[src/rtl/fes_pkg.sv]
// constants, opcodes, flag positions and state types of the erase/suspend sequencer
// assumes a 50 MHz core clock; the serial pins are sampled as synchronous inputs
// ==========================================================================
// Behaviour
// - an erase finished without timeout leaves every byte of the erased region reading all ones
// - erase with write-enable latch clear is ignored and sets no error flag
// - without select rising on a byte boundary nothing executes and flags stay
// - erase of a locked region is refused, latch stays set, flags 1 and 5 set
// - during erase controller-ready reads 0 and write-in-progress 1, cleared at end
// - every erase end, good or failed, clears the write-enable latch
// - an erase timeout clears the latch and sets the erase-error flag
// - erase is self-timed with separate subsector, sector and bulk durations
// - subsector 52h/20h, sector D8h, bulk C7h/60h are decoded
// - any address inside the region selects the whole region, bits taken on rising clock
// - bulk erase refused when any sector is locked, latch stays, flags 1 and 5
// - suspend is 75h; program suspend sets flag 2, erase suspend flag 6
// - flag 7 rises after the suspend latency; host trusts it only then
// - if the operation ends inside the latency it completes and clears flag 2 or 6
// - suspend state is volatile; flag status comes up as 80h
// - one nesting level; first resume continues program, second the erase
// - reads outside the suspended page work normally during program suspend
// - program to an erase-suspended sector is ignored, sets flag 4, latch unchanged; after bulk suspend only the sector of the last address is checked
// - resumed erase does not recheck locks changed during suspension
// - resume 7Ah ignored when nothing suspended, else busy until it completes
// - commands arrive on one, two or four data lines per protocol
package fes_pkg;

	// ======================================================================
	// timing
	localparam int CLK_MHZ      = 50;
	localparam int T_SSE_US     = 50;   // plain defaults, durations are device-specific
	localparam int T_SE_US      = 150;
	localparam int T_BE_US      = 1000;
	localparam int T_PP_US      = 10;
	localparam int T_SUSLAT_US  = 2;
	localparam int SSE_CYC_DEF  = T_SSE_US * CLK_MHZ;
	localparam int SE_CYC_DEF   = T_SE_US * CLK_MHZ;
	localparam int BE_CYC_DEF   = T_BE_US * CLK_MHZ;
	localparam int PP_CYC_DEF   = T_PP_US * CLK_MHZ;
	localparam int SUSLAT_CYC_DEF = T_SUSLAT_US * CLK_MHZ;
	localparam logic [31:0] CNT_ONE = 32'h0000_0001;

	// ======================================================================
	// opcodes
	localparam logic [7:0] OP_SSE_A = 8'h52;
	localparam logic [7:0] OP_SSE_B = 8'h20;
	localparam logic [7:0] OP_SE    = 8'hd8;
	localparam logic [7:0] OP_BE_A  = 8'hc7;
	localparam logic [7:0] OP_BE_B  = 8'h60;
	localparam logic [7:0] OP_PP    = 8'h02;
	localparam logic [7:0] OP_SUSP  = 8'h75;
	localparam logic [7:0] OP_RES   = 8'h7a;

	// ======================================================================
	// flag status bits and values
	localparam int FSR_READY = 7;
	localparam int FSR_ESUS  = 6;
	localparam int FSR_EERR  = 5;
	localparam int FSR_PERR  = 4;
	localparam int FSR_PSUS  = 2;
	localparam int FSR_PROT  = 1;
	localparam logic [7:0] FSR_RESET = 8'h80;
	localparam logic [7:0] ERASED    = 8'hff;

	// ======================================================================
	// serial framing
	localparam logic [3:0] BYTE_BITS = 4'h8;
	localparam logic [3:0] LEN_OPC   = 4'h1;
	localparam logic [3:0] ALEN3     = 4'h3;
	localparam logic [3:0] ALEN4     = 4'h4;
	localparam logic [3:0] LEN_MAX   = 4'hf;
	localparam logic [1:0] PROTO_DUAL = 2'h1;
	localparam logic [1:0] PROTO_QUAD = 2'h2;

	// ======================================================================
	// array geometry: one byte stands for each 4 KB subsector
	localparam int MEM_AW    = 6;
	localparam int MEM_DEPTH = 64;
	localparam int SUB_LSB   = 12;
	localparam int SEC_BITS  = 2;
	localparam int NUM_SEC   = 4;

	// ======================================================================
	// register port
	localparam int ADDR_W = 8;
	localparam logic [7:0] REG_CTRL    = 8'h00;
	localparam logic [7:0] REG_CMD     = 8'h04;
	localparam logic [7:0] REG_LOCK    = 8'h08;
	localparam logic [7:0] REG_STATUS  = 8'h0c;
	localparam logic [7:0] REG_MEMADDR = 8'h10;
	localparam logic [7:0] REG_MEMDATA = 8'h14;
	localparam int CTRL_ADDR4_BIT = 2;
	localparam int CTRL_FAIL_BIT  = 3;
	localparam int CMD_SETWEL_BIT = 0;
	localparam int CMD_CLRERR_BIT = 1;
	localparam int STAT_WEL_BIT   = 1;
	localparam int STAT_FSR_LSB   = 8;

	typedef enum logic [1:0] {
		FES_IDLE = 2'b00,
		FES_RUN  = 2'b01,
		FES_SUSP = 2'b11
	} fes_state_t;

	typedef enum logic [1:0] {
		FES_OP_SSE = 2'h0,
		FES_OP_SE  = 2'h1,
		FES_OP_BE  = 2'h2,
		FES_OP_PP  = 2'h3
	} fes_op_t;

endpackage

[src/rtl/fes_top.sv]
// erase / program-suspend / resume command sequencer of a serial NOR flash
// assumes sel_n, sck and data lines are synchronous to ref_clk and slower than it
`timescale 1ns/1ns
module fes_top
	import fes_pkg::*;
#(
	parameter int SSE_CYC    = SSE_CYC_DEF,
	parameter int SE_CYC     = SE_CYC_DEF,
	parameter int BE_CYC     = BE_CYC_DEF,
	parameter int PP_CYC     = PP_CYC_DEF,
	parameter int SUSLAT_CYC = SUSLAT_CYC_DEF
) (
	input  wire logic              ref_clk,
	input  wire logic              reset,
	input  wire logic              sel_n,
	input  wire logic              sck,
	input  wire logic [3:0]        serial_data_lines,
	input  wire logic [ADDR_W-1:0] reg_addr,
	input  wire logic [31:0]       reg_wdata,
	input  wire logic              reg_wr,
	input  wire logic              reg_rd,
	output logic      [31:0]       reg_rdata,
	output logic                   status_wip,
	output logic                   status_wel,
	output logic      [7:0]        flag_status
);

	// ======================================================================
	// serial receiver
	logic              sck_q;
	logic              sel_q;
	logic [7:0]        sh_q;
	logic [3:0]        bitpos_q;
	logic [3:0]        bytecnt_q;
	logic [7:0]        opcode_q;
	logic [31:0]       addr_q;
	logic [7:0]        data_q;
	logic [1:0]        proto_q;
	logic              addr4_q;
	logic              fail_q;
	logic [NUM_SEC-1:0] lock_q;
	logic [MEM_AW-1:0] memaddr_q;
	logic [7:0]        mem_q [MEM_DEPTH];

	wire       rise      = ~sel_n & sck & ~sck_q;
	wire       frame_end = sel_n & ~sel_q;
	wire [3:0] step      = (proto_q == PROTO_QUAD) ? 4'h4 :
	                       (proto_q == PROTO_DUAL) ? 4'h2 : 4'h1;
	wire [7:0] sh_next   = (proto_q == PROTO_QUAD) ? {sh_q[3:0], serial_data_lines} :
	                       (proto_q == PROTO_DUAL) ? {sh_q[5:0], serial_data_lines[1:0]} :
	                       {sh_q[6:0], serial_data_lines[0]};
	wire [3:0] bit_next  = bitpos_q + step;
	wire       byte_done = rise & (bit_next == BYTE_BITS);
	wire [3:0] alen      = addr4_q ? ALEN4 : ALEN3;

	always_ff @(posedge ref_clk) begin
		if (reset) begin
			sck_q     <= 1'b0;
			sel_q     <= 1'b1;
			sh_q      <= 8'h00;
			bitpos_q  <= 4'h0;
			bytecnt_q <= 4'h0;
		end else begin
			sck_q <= sck;
			sel_q <= sel_n;
			if (frame_end) begin
				bitpos_q  <= 4'h0;
				bytecnt_q <= 4'h0;
			end else if (rise) begin
				sh_q     <= sh_next;
				bitpos_q <= byte_done ? 4'h0 : bit_next;
				if (byte_done && bytecnt_q != LEN_MAX)
					bytecnt_q <= bytecnt_q + LEN_OPC;
			end
		end
	end

	// address bits shift in on rising serial clock edges
	always_ff @(posedge ref_clk) begin
		if (reset) begin
			opcode_q <= 8'h00;
			addr_q   <= 32'h0000_0000;
			data_q   <= 8'h00;
		end else if (byte_done) begin
			if (bytecnt_q == 4'h0)
				opcode_q <= sh_next;
			else if (bytecnt_q <= alen)
				addr_q <= {addr_q[23:0], sh_next};
			else if (bytecnt_q == alen + LEN_OPC)
				data_q <= sh_next;
		end
	end

	// ======================================================================
	// command decode, taken only when select rises on a byte boundary
	wire cmd_go   = frame_end & (bitpos_q == 4'h0);
	wire is_sse   = (opcode_q == OP_SSE_A) | (opcode_q == OP_SSE_B);
	wire is_se    = opcode_q == OP_SE;
	wire is_be    = (opcode_q == OP_BE_A) | (opcode_q == OP_BE_B);
	wire is_pp    = opcode_q == OP_PP;
	wire is_susp  = opcode_q == OP_SUSP;
	wire is_res   = opcode_q == OP_RES;
	wire len_one  = bytecnt_q == LEN_OPC;
	wire len_addr = bytecnt_q == alen + LEN_OPC;
	wire len_prog = bytecnt_q == alen + LEN_OPC + LEN_OPC;

	fes_state_t state_q;
	fes_op_t    op_q;
	fes_op_t    eop_q;
	logic [31:0] rem_q;
	logic [31:0] lat_q;
	logic [31:0] erem_q;
	logic [31:0] prem_q;
	logic [MEM_AW-1:0] tgt_q;
	logic [MEM_AW-1:0] etgt_q;
	logic [MEM_AW-1:0] ptgt_q;
	logic [7:0]  pdata_q;
	logic [7:0]  pdat_q;
	logic        epark_q;
	logic        ppark_q;
	logic        wip_q;
	logic        wel_q;
	logic [7:0]  fsr_q;

	// any address inside the region names the whole region
	wire [MEM_AW-1:0]   cmd_idx = addr_q[SUB_LSB +: MEM_AW];
	wire [SEC_BITS-1:0] cmd_sec = cmd_idx[MEM_AW-1 -: SEC_BITS];
	wire idle       = state_q == FES_IDLE;
	wire active     = ~idle;
	wire op_erase   = op_q != FES_OP_PP;
	wire erase_cmd  = cmd_go & (((is_sse | is_se) & len_addr) | (is_be & len_one));
	wire prot_e     = is_be ? (|lock_q) : lock_q[cmd_sec];
	wire erase_ctx  = erase_cmd & wel_q & idle & ~epark_q & ~ppark_q;
	wire erase_acc  = erase_ctx & ~prot_e;
	wire erase_ref  = erase_ctx & prot_e;
	wire prog_cmd   = cmd_go & is_pp & len_prog & idle & ~ppark_q;
	wire in_esus    = epark_q & (cmd_sec == etgt_q[MEM_AW-1 -: SEC_BITS]);
	wire prog_ign   = prog_cmd & in_esus;
	wire prog_ref   = prog_cmd & ~in_esus & wel_q & lock_q[cmd_sec];
	wire prog_acc   = prog_cmd & ~in_esus & wel_q & ~lock_q[cmd_sec];
	wire susp_acc   = cmd_go & is_susp & len_one & (state_q == FES_RUN);
	wire res_acc    = cmd_go & is_res & len_one & idle & (epark_q | ppark_q);
	wire fin        = active & (rem_q == CNT_ONE);
	// completion beats the latency when both land together
	wire park       = (state_q == FES_SUSP) & ~fin & (lat_q == CNT_ONE);
	wire [31:0] erase_len = is_be ? 32'(BE_CYC) : is_se ? 32'(SE_CYC) : 32'(SSE_CYC);
	wire fes_op_t erase_kind = is_be ? FES_OP_BE : is_se ? FES_OP_SE : FES_OP_SSE;

	// register port decode
	wire wr_ctrl   = reg_wr & (reg_addr == REG_CTRL);
	wire wr_cmd    = reg_wr & (reg_addr == REG_CMD);
	wire set_wel   = wr_cmd & reg_wdata[CMD_SETWEL_BIT];
	wire clr_err   = wr_cmd & reg_wdata[CMD_CLRERR_BIT];

	// ======================================================================
	// sequencer
	always_ff @(posedge ref_clk) begin
		if (reset) begin
			state_q <= FES_IDLE;
			op_q    <= FES_OP_SSE;
			eop_q   <= FES_OP_SSE;
			rem_q   <= 32'h0000_0000;
			lat_q   <= 32'h0000_0000;
			erem_q  <= 32'h0000_0000;
			prem_q  <= 32'h0000_0000;
			tgt_q   <= '0;
			etgt_q  <= '0;
			ptgt_q  <= '0;
			pdata_q <= ERASED;
			pdat_q  <= ERASED;
			epark_q <= 1'b0;
			ppark_q <= 1'b0;
			wip_q   <= 1'b0;
			wel_q   <= 1'b0;
			fsr_q   <= FSR_RESET;
		end else begin
			if (active)
				rem_q <= rem_q - CNT_ONE;
			if (state_q == FES_SUSP)
				lat_q <= lat_q - CNT_ONE;
			// software clear first so a hardware set in the same cycle wins
			if (clr_err) begin
				fsr_q[FSR_EERR] <= 1'b0;
				fsr_q[FSR_PERR] <= 1'b0;
				fsr_q[FSR_PROT] <= 1'b0;
			end
			if (fin) begin
				state_q <= FES_IDLE;
				wip_q   <= 1'b0;
				wel_q   <= 1'b0;
				fsr_q[FSR_READY] <= 1'b1;
				if (op_erase) begin
					fsr_q[FSR_ESUS] <= 1'b0;
					if (fail_q)
						fsr_q[FSR_EERR] <= 1'b1;
				end else begin
					fsr_q[FSR_PSUS] <= 1'b0;
				end
			end else if (park) begin
				state_q <= FES_IDLE;
				wip_q   <= 1'b0;
				fsr_q[FSR_READY] <= 1'b1;
				if (op_erase) begin
					epark_q <= 1'b1;
					erem_q  <= rem_q - CNT_ONE;
					etgt_q  <= tgt_q;
					eop_q   <= op_q;
				end else begin
					ppark_q <= 1'b1;
					prem_q  <= rem_q - CNT_ONE;
					ptgt_q  <= tgt_q;
					pdat_q  <= pdata_q;
				end
			end else if (susp_acc) begin
				state_q <= FES_SUSP;
				lat_q   <= 32'(SUSLAT_CYC);
				if (op_erase)
					fsr_q[FSR_ESUS] <= 1'b1;
				else
					fsr_q[FSR_PSUS] <= 1'b1;
			end
			if (erase_acc) begin
				state_q <= FES_RUN;
				op_q    <= erase_kind;
				rem_q   <= erase_len;
				tgt_q   <= cmd_idx;
				wip_q   <= 1'b1;
				fsr_q[FSR_READY] <= 1'b0;
			end else if (erase_ref) begin
				fsr_q[FSR_PROT] <= 1'b1;
				fsr_q[FSR_EERR] <= 1'b1;
			end else if (prog_ign) begin
				fsr_q[FSR_PERR] <= 1'b1;
			end else if (prog_ref) begin
				fsr_q[FSR_PROT] <= 1'b1;
				fsr_q[FSR_PERR] <= 1'b1;
			end else if (prog_acc) begin
				state_q <= FES_RUN;
				op_q    <= FES_OP_PP;
				rem_q   <= 32'(PP_CYC);
				tgt_q   <= cmd_idx;
				pdata_q <= data_q;
				wip_q   <= 1'b1;
				fsr_q[FSR_READY] <= 1'b0;
			end else if (res_acc) begin
				// no lock check here: the resumed erase keeps its original target
				state_q <= FES_RUN;
				wip_q   <= 1'b1;
				fsr_q[FSR_READY] <= 1'b0;
				if (ppark_q) begin
					ppark_q <= 1'b0;
					op_q    <= FES_OP_PP;
					rem_q   <= prem_q;
					tgt_q   <= ptgt_q;
					pdata_q <= pdat_q;
					fsr_q[FSR_PSUS] <= 1'b0;
				end else begin
					epark_q <= 1'b0;
					op_q    <= eop_q;
					rem_q   <= erem_q;
					tgt_q   <= etgt_q;
					fsr_q[FSR_ESUS] <= 1'b0;
				end
			end
			if (set_wel)
				wel_q <= 1'b1;
		end
	end

	// ======================================================================
	// array: each subsector byte is erased on completion without timeout, or programmed on completion
	wire erase_wr = fin & op_erase & ~fail_q;
	wire prog_wr  = fin & ~op_erase;

	genvar gi;
	generate
		for (gi = 0; gi < MEM_DEPTH; gi++) begin : g_mem
			wire [MEM_AW-1:0] idx = MEM_AW'(gi);
			wire hit = (op_q == FES_OP_BE) |
			           ((op_q == FES_OP_SSE) & (tgt_q == idx)) |
			           ((op_q == FES_OP_SE) &
			            (tgt_q[MEM_AW-1 -: SEC_BITS] == idx[MEM_AW-1 -: SEC_BITS]));
			always_ff @(posedge ref_clk) begin
				if (reset)
					mem_q[gi] <= ERASED;
				else if (erase_wr && hit)
					mem_q[gi] <= ERASED;
				else if (prog_wr && tgt_q == idx)
					mem_q[gi] <= mem_q[gi] & pdata_q;
			end
		end
	endgenerate

	// ======================================================================
	// register port
	always_ff @(posedge ref_clk) begin
		if (reset) begin
			proto_q   <= 2'h0;
			addr4_q   <= 1'b0;
			fail_q    <= 1'b0;
			lock_q    <= '0;
			memaddr_q <= '0;
		end else begin
			if (wr_ctrl) begin
				proto_q <= reg_wdata[1:0];
				addr4_q <= reg_wdata[CTRL_ADDR4_BIT];
				fail_q  <= reg_wdata[CTRL_FAIL_BIT];
			end
			if (reg_wr && reg_addr == REG_LOCK)
				lock_q <= reg_wdata[NUM_SEC-1:0];
			if (reg_wr && reg_addr == REG_MEMADDR)
				memaddr_q <= reg_wdata[MEM_AW-1:0];
		end
	end

	// reads of unsuspended regions are plain array reads
	wire [31:0] ctrl_rd = 32'(proto_q) | (32'(addr4_q) << CTRL_ADDR4_BIT) |
	                      (32'(fail_q) << CTRL_FAIL_BIT);
	wire [31:0] stat_rd = 32'(wip_q) | (32'(wel_q) << STAT_WEL_BIT) |
	                      (32'(fsr_q) << STAT_FSR_LSB);
	wire [31:0] rd_mux  = (reg_addr == REG_CTRL)    ? ctrl_rd :
	                      (reg_addr == REG_LOCK)    ? 32'(lock_q) :
	                      (reg_addr == REG_STATUS)  ? stat_rd :
	                      (reg_addr == REG_MEMADDR) ? 32'(memaddr_q) :
	                      (reg_addr == REG_MEMDATA) ? 32'(mem_q[memaddr_q]) :
	                      32'h0000_0000;

	always_ff @(posedge ref_clk) begin
		if (reset)
			reg_rdata <= 32'h0000_0000;
		else
			reg_rdata <= reg_rd ? rd_mux : 32'h0000_0000;
	end

	assign status_wip  = wip_q;
	assign status_wel  = wel_q;
	assign flag_status = fsr_q;
endmodule // fes_top
[config.mk]
export PLATFORM = sky130hd
export DESIGN_NAME = fes_top
export DESIGN_NICKNAME = d
export VERILOG_FILES = /design/src/rtl/fes_pkg.sv /design/src/rtl/fes_top.sv
export SDC_FILE = /design/constraint.sdc
export NUM_CORES = 2
export LEC_CHECK = 0
export ABC_AREA = 1
export ABC_CLOCK_PERIOD_IN_PS = 2800
export BUFFER_PORTS_ARGS = -buffer_cell sky130_fd_sc_hd__buf_2
export CAP_MARGIN = 20
export CORE_AREA = 2 2 261 457
export DETAILED_ROUTE_END_ITERATION = 8
export DIE_AREA = 0 0 263 459
export MAX_ROUTING_LAYER = met4
export SLEW_MARGIN = 20
export SYNTH_ARGS = -nofsm -noshare
export SYNTH_HDL_FRONTEND = slang
export SYNTH_SLANG_ARGS = --single-unit
export TNS_END_PERCENT = 20
[constraint.sdc]
create_clock -name ref_clk -period 2.8 [get_ports ref_clk]
set_clock_uncertainty 0.15 [all_clocks]
set_input_delay 0.56 -clock ref_clk [delete_from_list [all_inputs] [get_ports ref_clk]]
set_output_delay 0.56 -clock ref_clk [all_outputs]
set_load 0.01 [all_outputs]
### After elaboration in Yosys (flattened, before gate mapping)

Memory sizes are Yosys's and may differ from the RTL's. A register that Yosys moved wholly into a read port is not among the register bits.
Index checks and enable logic that the tools add are counted.

* register bits: 275
* bits in writable memories: 512
* input bits: 50
* memories kept: 1
* output and inout port bits: 42

* add/subtract/negate cells: 6
* eq/ne operators: 97
* bitwise logic cells: 458
* muxes and demuxes: 706
* $lt $le $gt $ge: 2
* reduce and logical (&&, ||, !) cells: 155

Memories
* mem_q: words 64, bits a word 8, rd ports 65, clocked after memory_dff 1, write ports 64, line fes_top.sv:43 `logic [7:0] mem_q [MEM_DEPTH];`

Operators with widths (number)
* 8-bit two-way mux: 135
* 8-bit bitwise AND: 64
* 1-bit two-way mux: 511
* 32-bit two-way mux: 12
* 1-bit OR: 261
* 6-bit == test (second input constant): 32
* 1-bit logical AND: 131
* 1-bit bitwise AND: 109
* 6-bit by 5-bit == test with 1-bit output (second input constant): 16
* 32-bit by 1-bit == test with 1-bit output (second input constant): 2
* 16-bit two-way mux: 4
* 32-bit by 1-bit subtractor with 32-bit output (second input constant): 2
* 2-bit two-way mux: 29
* 6-bit two-way mux: 9
* 6-bit by 4-bit == test with 1-bit output (second input constant): 8
* 8-bit by 7-bit == test with 1-bit output (second input constant): 4
* 6-bit by 3-bit == test with 1-bit output (second input constant): 4
* 1-bit NOT: 20
* 8-bit by 4-bit == test with 1-bit output (second input constant): 2
* 8-bit by 5-bit == test with 1-bit output (second input constant): 2
* 8-bit == test (second input constant): 2
* 2-bit by 16-bit OR with 16-bit output: 1
* 13-bit two-way mux: 1
* 6-bit by 2-bit == test with 1-bit output (second input constant): 2
* other kinds (35): 61

### Logic depth before layout (Yosys ltp)

* depth after elaboration: 17
* mapped depth: 15
* gate-level depth less buffers: 14

### Least setup slack after synthesis

Ideal clock, no wire load.

* kind: register -> register
* from: register proto_q[0]
* to: register data_q[0]
* data required time: 2534 ps
* data arrival time: 2441 ps
* stages on the path, launching flop included: 16
* library setup time: 116 ps
* clock period less this slack: 2707 ps
* slack: 93 ps
* cells stage by stage: dfxtp_1 inv_1 ha_1 ha_1 inv_1 fa_1 xor2_1 inv_1 nor3_1 nand2_1 nor2_1 nand2_1 inv_1 buf_1 nand2_1 o211a_1

* longest elaborated chain between the ends: 7
* elaborated cells between the ends (all ways): 9
* those cells by class: add/sub: 1; eq/ne: 3; mux: 3; bitwise: 1; reduce/logical: 1

RTL lines
* start: declaration: line fes_top.sv:38 `logic [1:0] proto_q;`
* start signal: assignment: line fes_top.sv:305 `proto_q <= reg_wdata[1:0];`
* 2-bit by 1-bit == test with 1-bit output: line fes_top.sv:48 `(proto_q == PROTO_DUAL) ? 4'h2 : 4'h1;`
* 2-bit two-way mux: line fes_top.sv:48
* 3-bit two-way mux: line fes_top.sv:47 `wire [3:0] step = (proto_q == PROTO_QUAD) ? 4'h4 :`
* 4-bit by 3-bit adder with 4-bit output: line fes_top.sv:52 `wire [3:0] bit_next = bitpos_q + step;`
* 4-bit == test: line fes_top.sv:53 `wire byte_done = rise & (bit_next == BYTE_BITS);`
* 1-bit bitwise AND: line fes_top.sv:53
* 4-bit AND reduction (no line)
* end signal: assignment: line fes_top.sv:90 `data_q <= sh_next;`
* end: declaration: line fes_top.sv:37 `logic [7:0] data_q;`

Parallel ways exist; a longest one is shown, timed or not.
A chain may end at the register's enable or synchronous reset.

==> metrics <==
Min-Delay Path Depth 3; GRT Overall Usage 0.218; Post-Route Utilization 0.402; CP max stage delay 470 ps; worst-path cell chain buf_12, buf_4, o21ai_0, o22ai_1, o21ai_0, o22ai_1, nand2_1, nand3_1, nand3_1, nand2_1; Sink Count 771; Vias/cell 5.19; layout cell share with drive strength beyond 1 0.125; max frequency 361 MHz; Fin. Hold Viols 0; Starting Density 0.337; WL final 131000 um; GRT busiest layer met2; Root Driver clkbuf_16; Post-DRT Antenna Nets 0; clock buffer depth 3; Seq/Total Area, Yosys 0.520; Avg WL per Cell 19.4 um; Total Power 23100 uW; combinational family with the most area after synthesis simple AND/OR/NAND/NOR gates; Core Region 0.117 sq mm; Setup Crit Path Kind reg -> reg; Synth top area share 0.389; RePlAce Congestion 0.921; Max VDD drop 0.586 mV; maxcap violations 0; num rows 167; reg2reg setup slack 30 ps; drt first pass iters 6; Period Utilization, post-route 0.989; die area 0.121 sq mm; Max-slew headroom 0.367; CP Launch Type flop; Vias 35000; adder-cell share of the synthesized area 0.00525; Max FO, Critical Path 30; Area growth syn-to-layout 19.3%; vias in the first global route 34400; Pleak 0.0201 uW; number of CTS-inserted buffers 72; status completed; synthesized cell area 0.0395 sq mm; met1 Resource Use GR 0.219; Post-layout nets 5235; I/O Buffers 45; most common cell after layout, fill and taps aside nand2_1; post-synthesis cell count 4949; Ys Warns 0; CP delay by family, top compound AO/OA/AOI/OAI gates; global-route wire length before repair 198000 um; Yosys reg bits 771; Die X-Extent 263 um; Critical Path RT 3250 ps; crit path max-delay cell type dfxtp_4; CP Buf/Inv Count 2; Hold EP status_wel; Worst-path clk slew 70 ps; crit end category flop; xor/xnor share of the synthesized area 0.0104; Worst Reg-to-Reg Cells 10; Worst Hold Launch reg_wdata[0]; largest net degree at the start of global routing 91; HPWL after DPL 91100 um; fillers 11900; initial antenna violation count 1; Die Y 459 um; drc violations 0; mux cell area share after synthesis 0.00177; worst hold path class in -> reg; Synth area leaders edfxtp_1 39%, nand2_1 17%, dfxtp_1 13%; complex-gate fraction of the synthesized area 0.117; Pins Over Slew Limit 0; Pwr Density 489 mW/mm^2; Synth Area in Simple Gates 0.286; met3 global-route usage 0.0263; commonest non-fill, non-tap cells in the layout 1752 x nand2_1, 512 x edfxtp_1, 464 x nor2_1; # IOs 92; CTS tree done; DRT iter0 DRCs 2789; H-tree level count 3; Unique masters post-synth 53; Remaining Overflow, GRT 0; reg2reg end reg_rdata[4]; Clk Latency, worst-skew pair 660 ps; worst-margin pin slew 942 ps; met2 usage 0.393; fin crit period 2770 ps; endpoints failing setup 0; arrival time worst endpoint 3220 ps; syn avg cell area 7.99 sq um; RSZ-0062 raised after global routing true; area leader, netlist edfxtp_1
[worst min-delay path, delay by kind of cell]
| family | cells | cell delay, ps |
|---|---|---|
| compound gates | 1 | 60 |
| buf+inv | 1 | 140 |
| simple gates | 1 | 70 |
[worst max-delay path by stage]
stage / end / from / slack (ps) / cells after the start
after global placement: prem_q[0] / lat_q[19] / -50 / 10
after CTS: prem_q[0] / lat_q[19] / -40 / 10
final: reg_rdata[4] / flop / 30 / 10
after floorplan: data_q[0] / proto_q[0] / 90 / 15
after detailed placement: rem_q[28] / sel_n / -40 / 12
after global routing: reg_rdata[5] / flop / -70 / 13
[layout make-up]
type | count | area [sq um] | area share
Sequential cell | 771 | 20600 | 0.436
Multi-Input combinational cell | 3611 | 16800 | 0.357
Timing Repair Buffer | 420 | 4330 | 0.0919
Clock buffer | 95 | 2080 | 0.0442
Tap cell | 1521 | 1900 | 0.0403
Inverter | 293 | 1120 | 0.0237
Clock inverter | 36 | 324 | 0.00687
Antenna cell | 1 | 2.50 | 0.0000530
[metal layers]
| metal | vias up | routed length [um] |
|---|---|---|
| li1 | 16900 | - |
| met1 | 16600 | 46000 |
| met2 | 1183 | 67700 |
| met3 | 420 | 6550 |
| met4 | 0 | 10400 |
| met5 | - | 0 |
[stage by stage]
stage,worst slack (ps),cell area [sq um],hold slack [ps],TNS [ps],std cells
after floorplan,92.9,39600,270,0,4968
after global placement,-49.8,44500,283,-862,6600
after detailed placement,-44.0,44500,287,-390,6600
after CTS,-41.2,46900,18.7,-341,6735
after global routing,-65.4,47200,65.9,-244,6748
final,30.7,47200,62.7,0,6748
[logic make-up (layout without fill, tap and decap cells)]
logic type | Yosys count | in the layout
other | 1 | 21
DFF | 771 | 771
AOI/OAI and AO/OA | 846 | 846
xor gates and xnor gates | 47 | 47
muxes | 7 | 7
and+or+nand+nor | 2674 | 2675
adders and majority gates | 16 | 16
buffers and inverters | 587 | 844
[repair_timing]
item	4_1_cts	5_1_grt
hold buffers	4	0
resized for setup	2	28
setup endpoints to repair	125	592
buffers inserted	0	9
hold endpoints to repair	4	0
pin swaps	0	9
gates cloned	0	3
[registers in the layout, summed over array words and instances, names as in the netlist, 14 cells and up, named ones only]
name and flops:
addr_q 14, erem_q 32, lat_q 32, mem_q 512
prem_q 32, reg_rdata 14, rem_q 32
[report_power, final]
part           internal [uW]  switching, uW
Sequential             12100           9.67
Combinational            262            421
Clock                   5730           4560
[Yosys cell counts (all sizes together)]
cell type and n:
nand2 1757, edfxtp 512, o21ai 492, nor2 476, nand3 296, inv 290, dfxtp 259, clkbuf 218
a21oi 178, nor3 77, buf 76, o211ai 76, o22ai 49, nand4 39, xor2 37, a211oi 16
or2 16, ha 15, o21bai 13, a31oi 10, xnor2 10, nor4 8, mux2i 7, clkinv 3
o221ai 3, nor3b 2, o2111ai 2, o21a 2, a22o 1, a2bb2oi 1, a32oi 1, and2 1
conb 1, fa 1, nand2b 1, nand3b 1, o211a 1, o31ai 1
No activity file was read; power rests on OpenSTA's default activity.
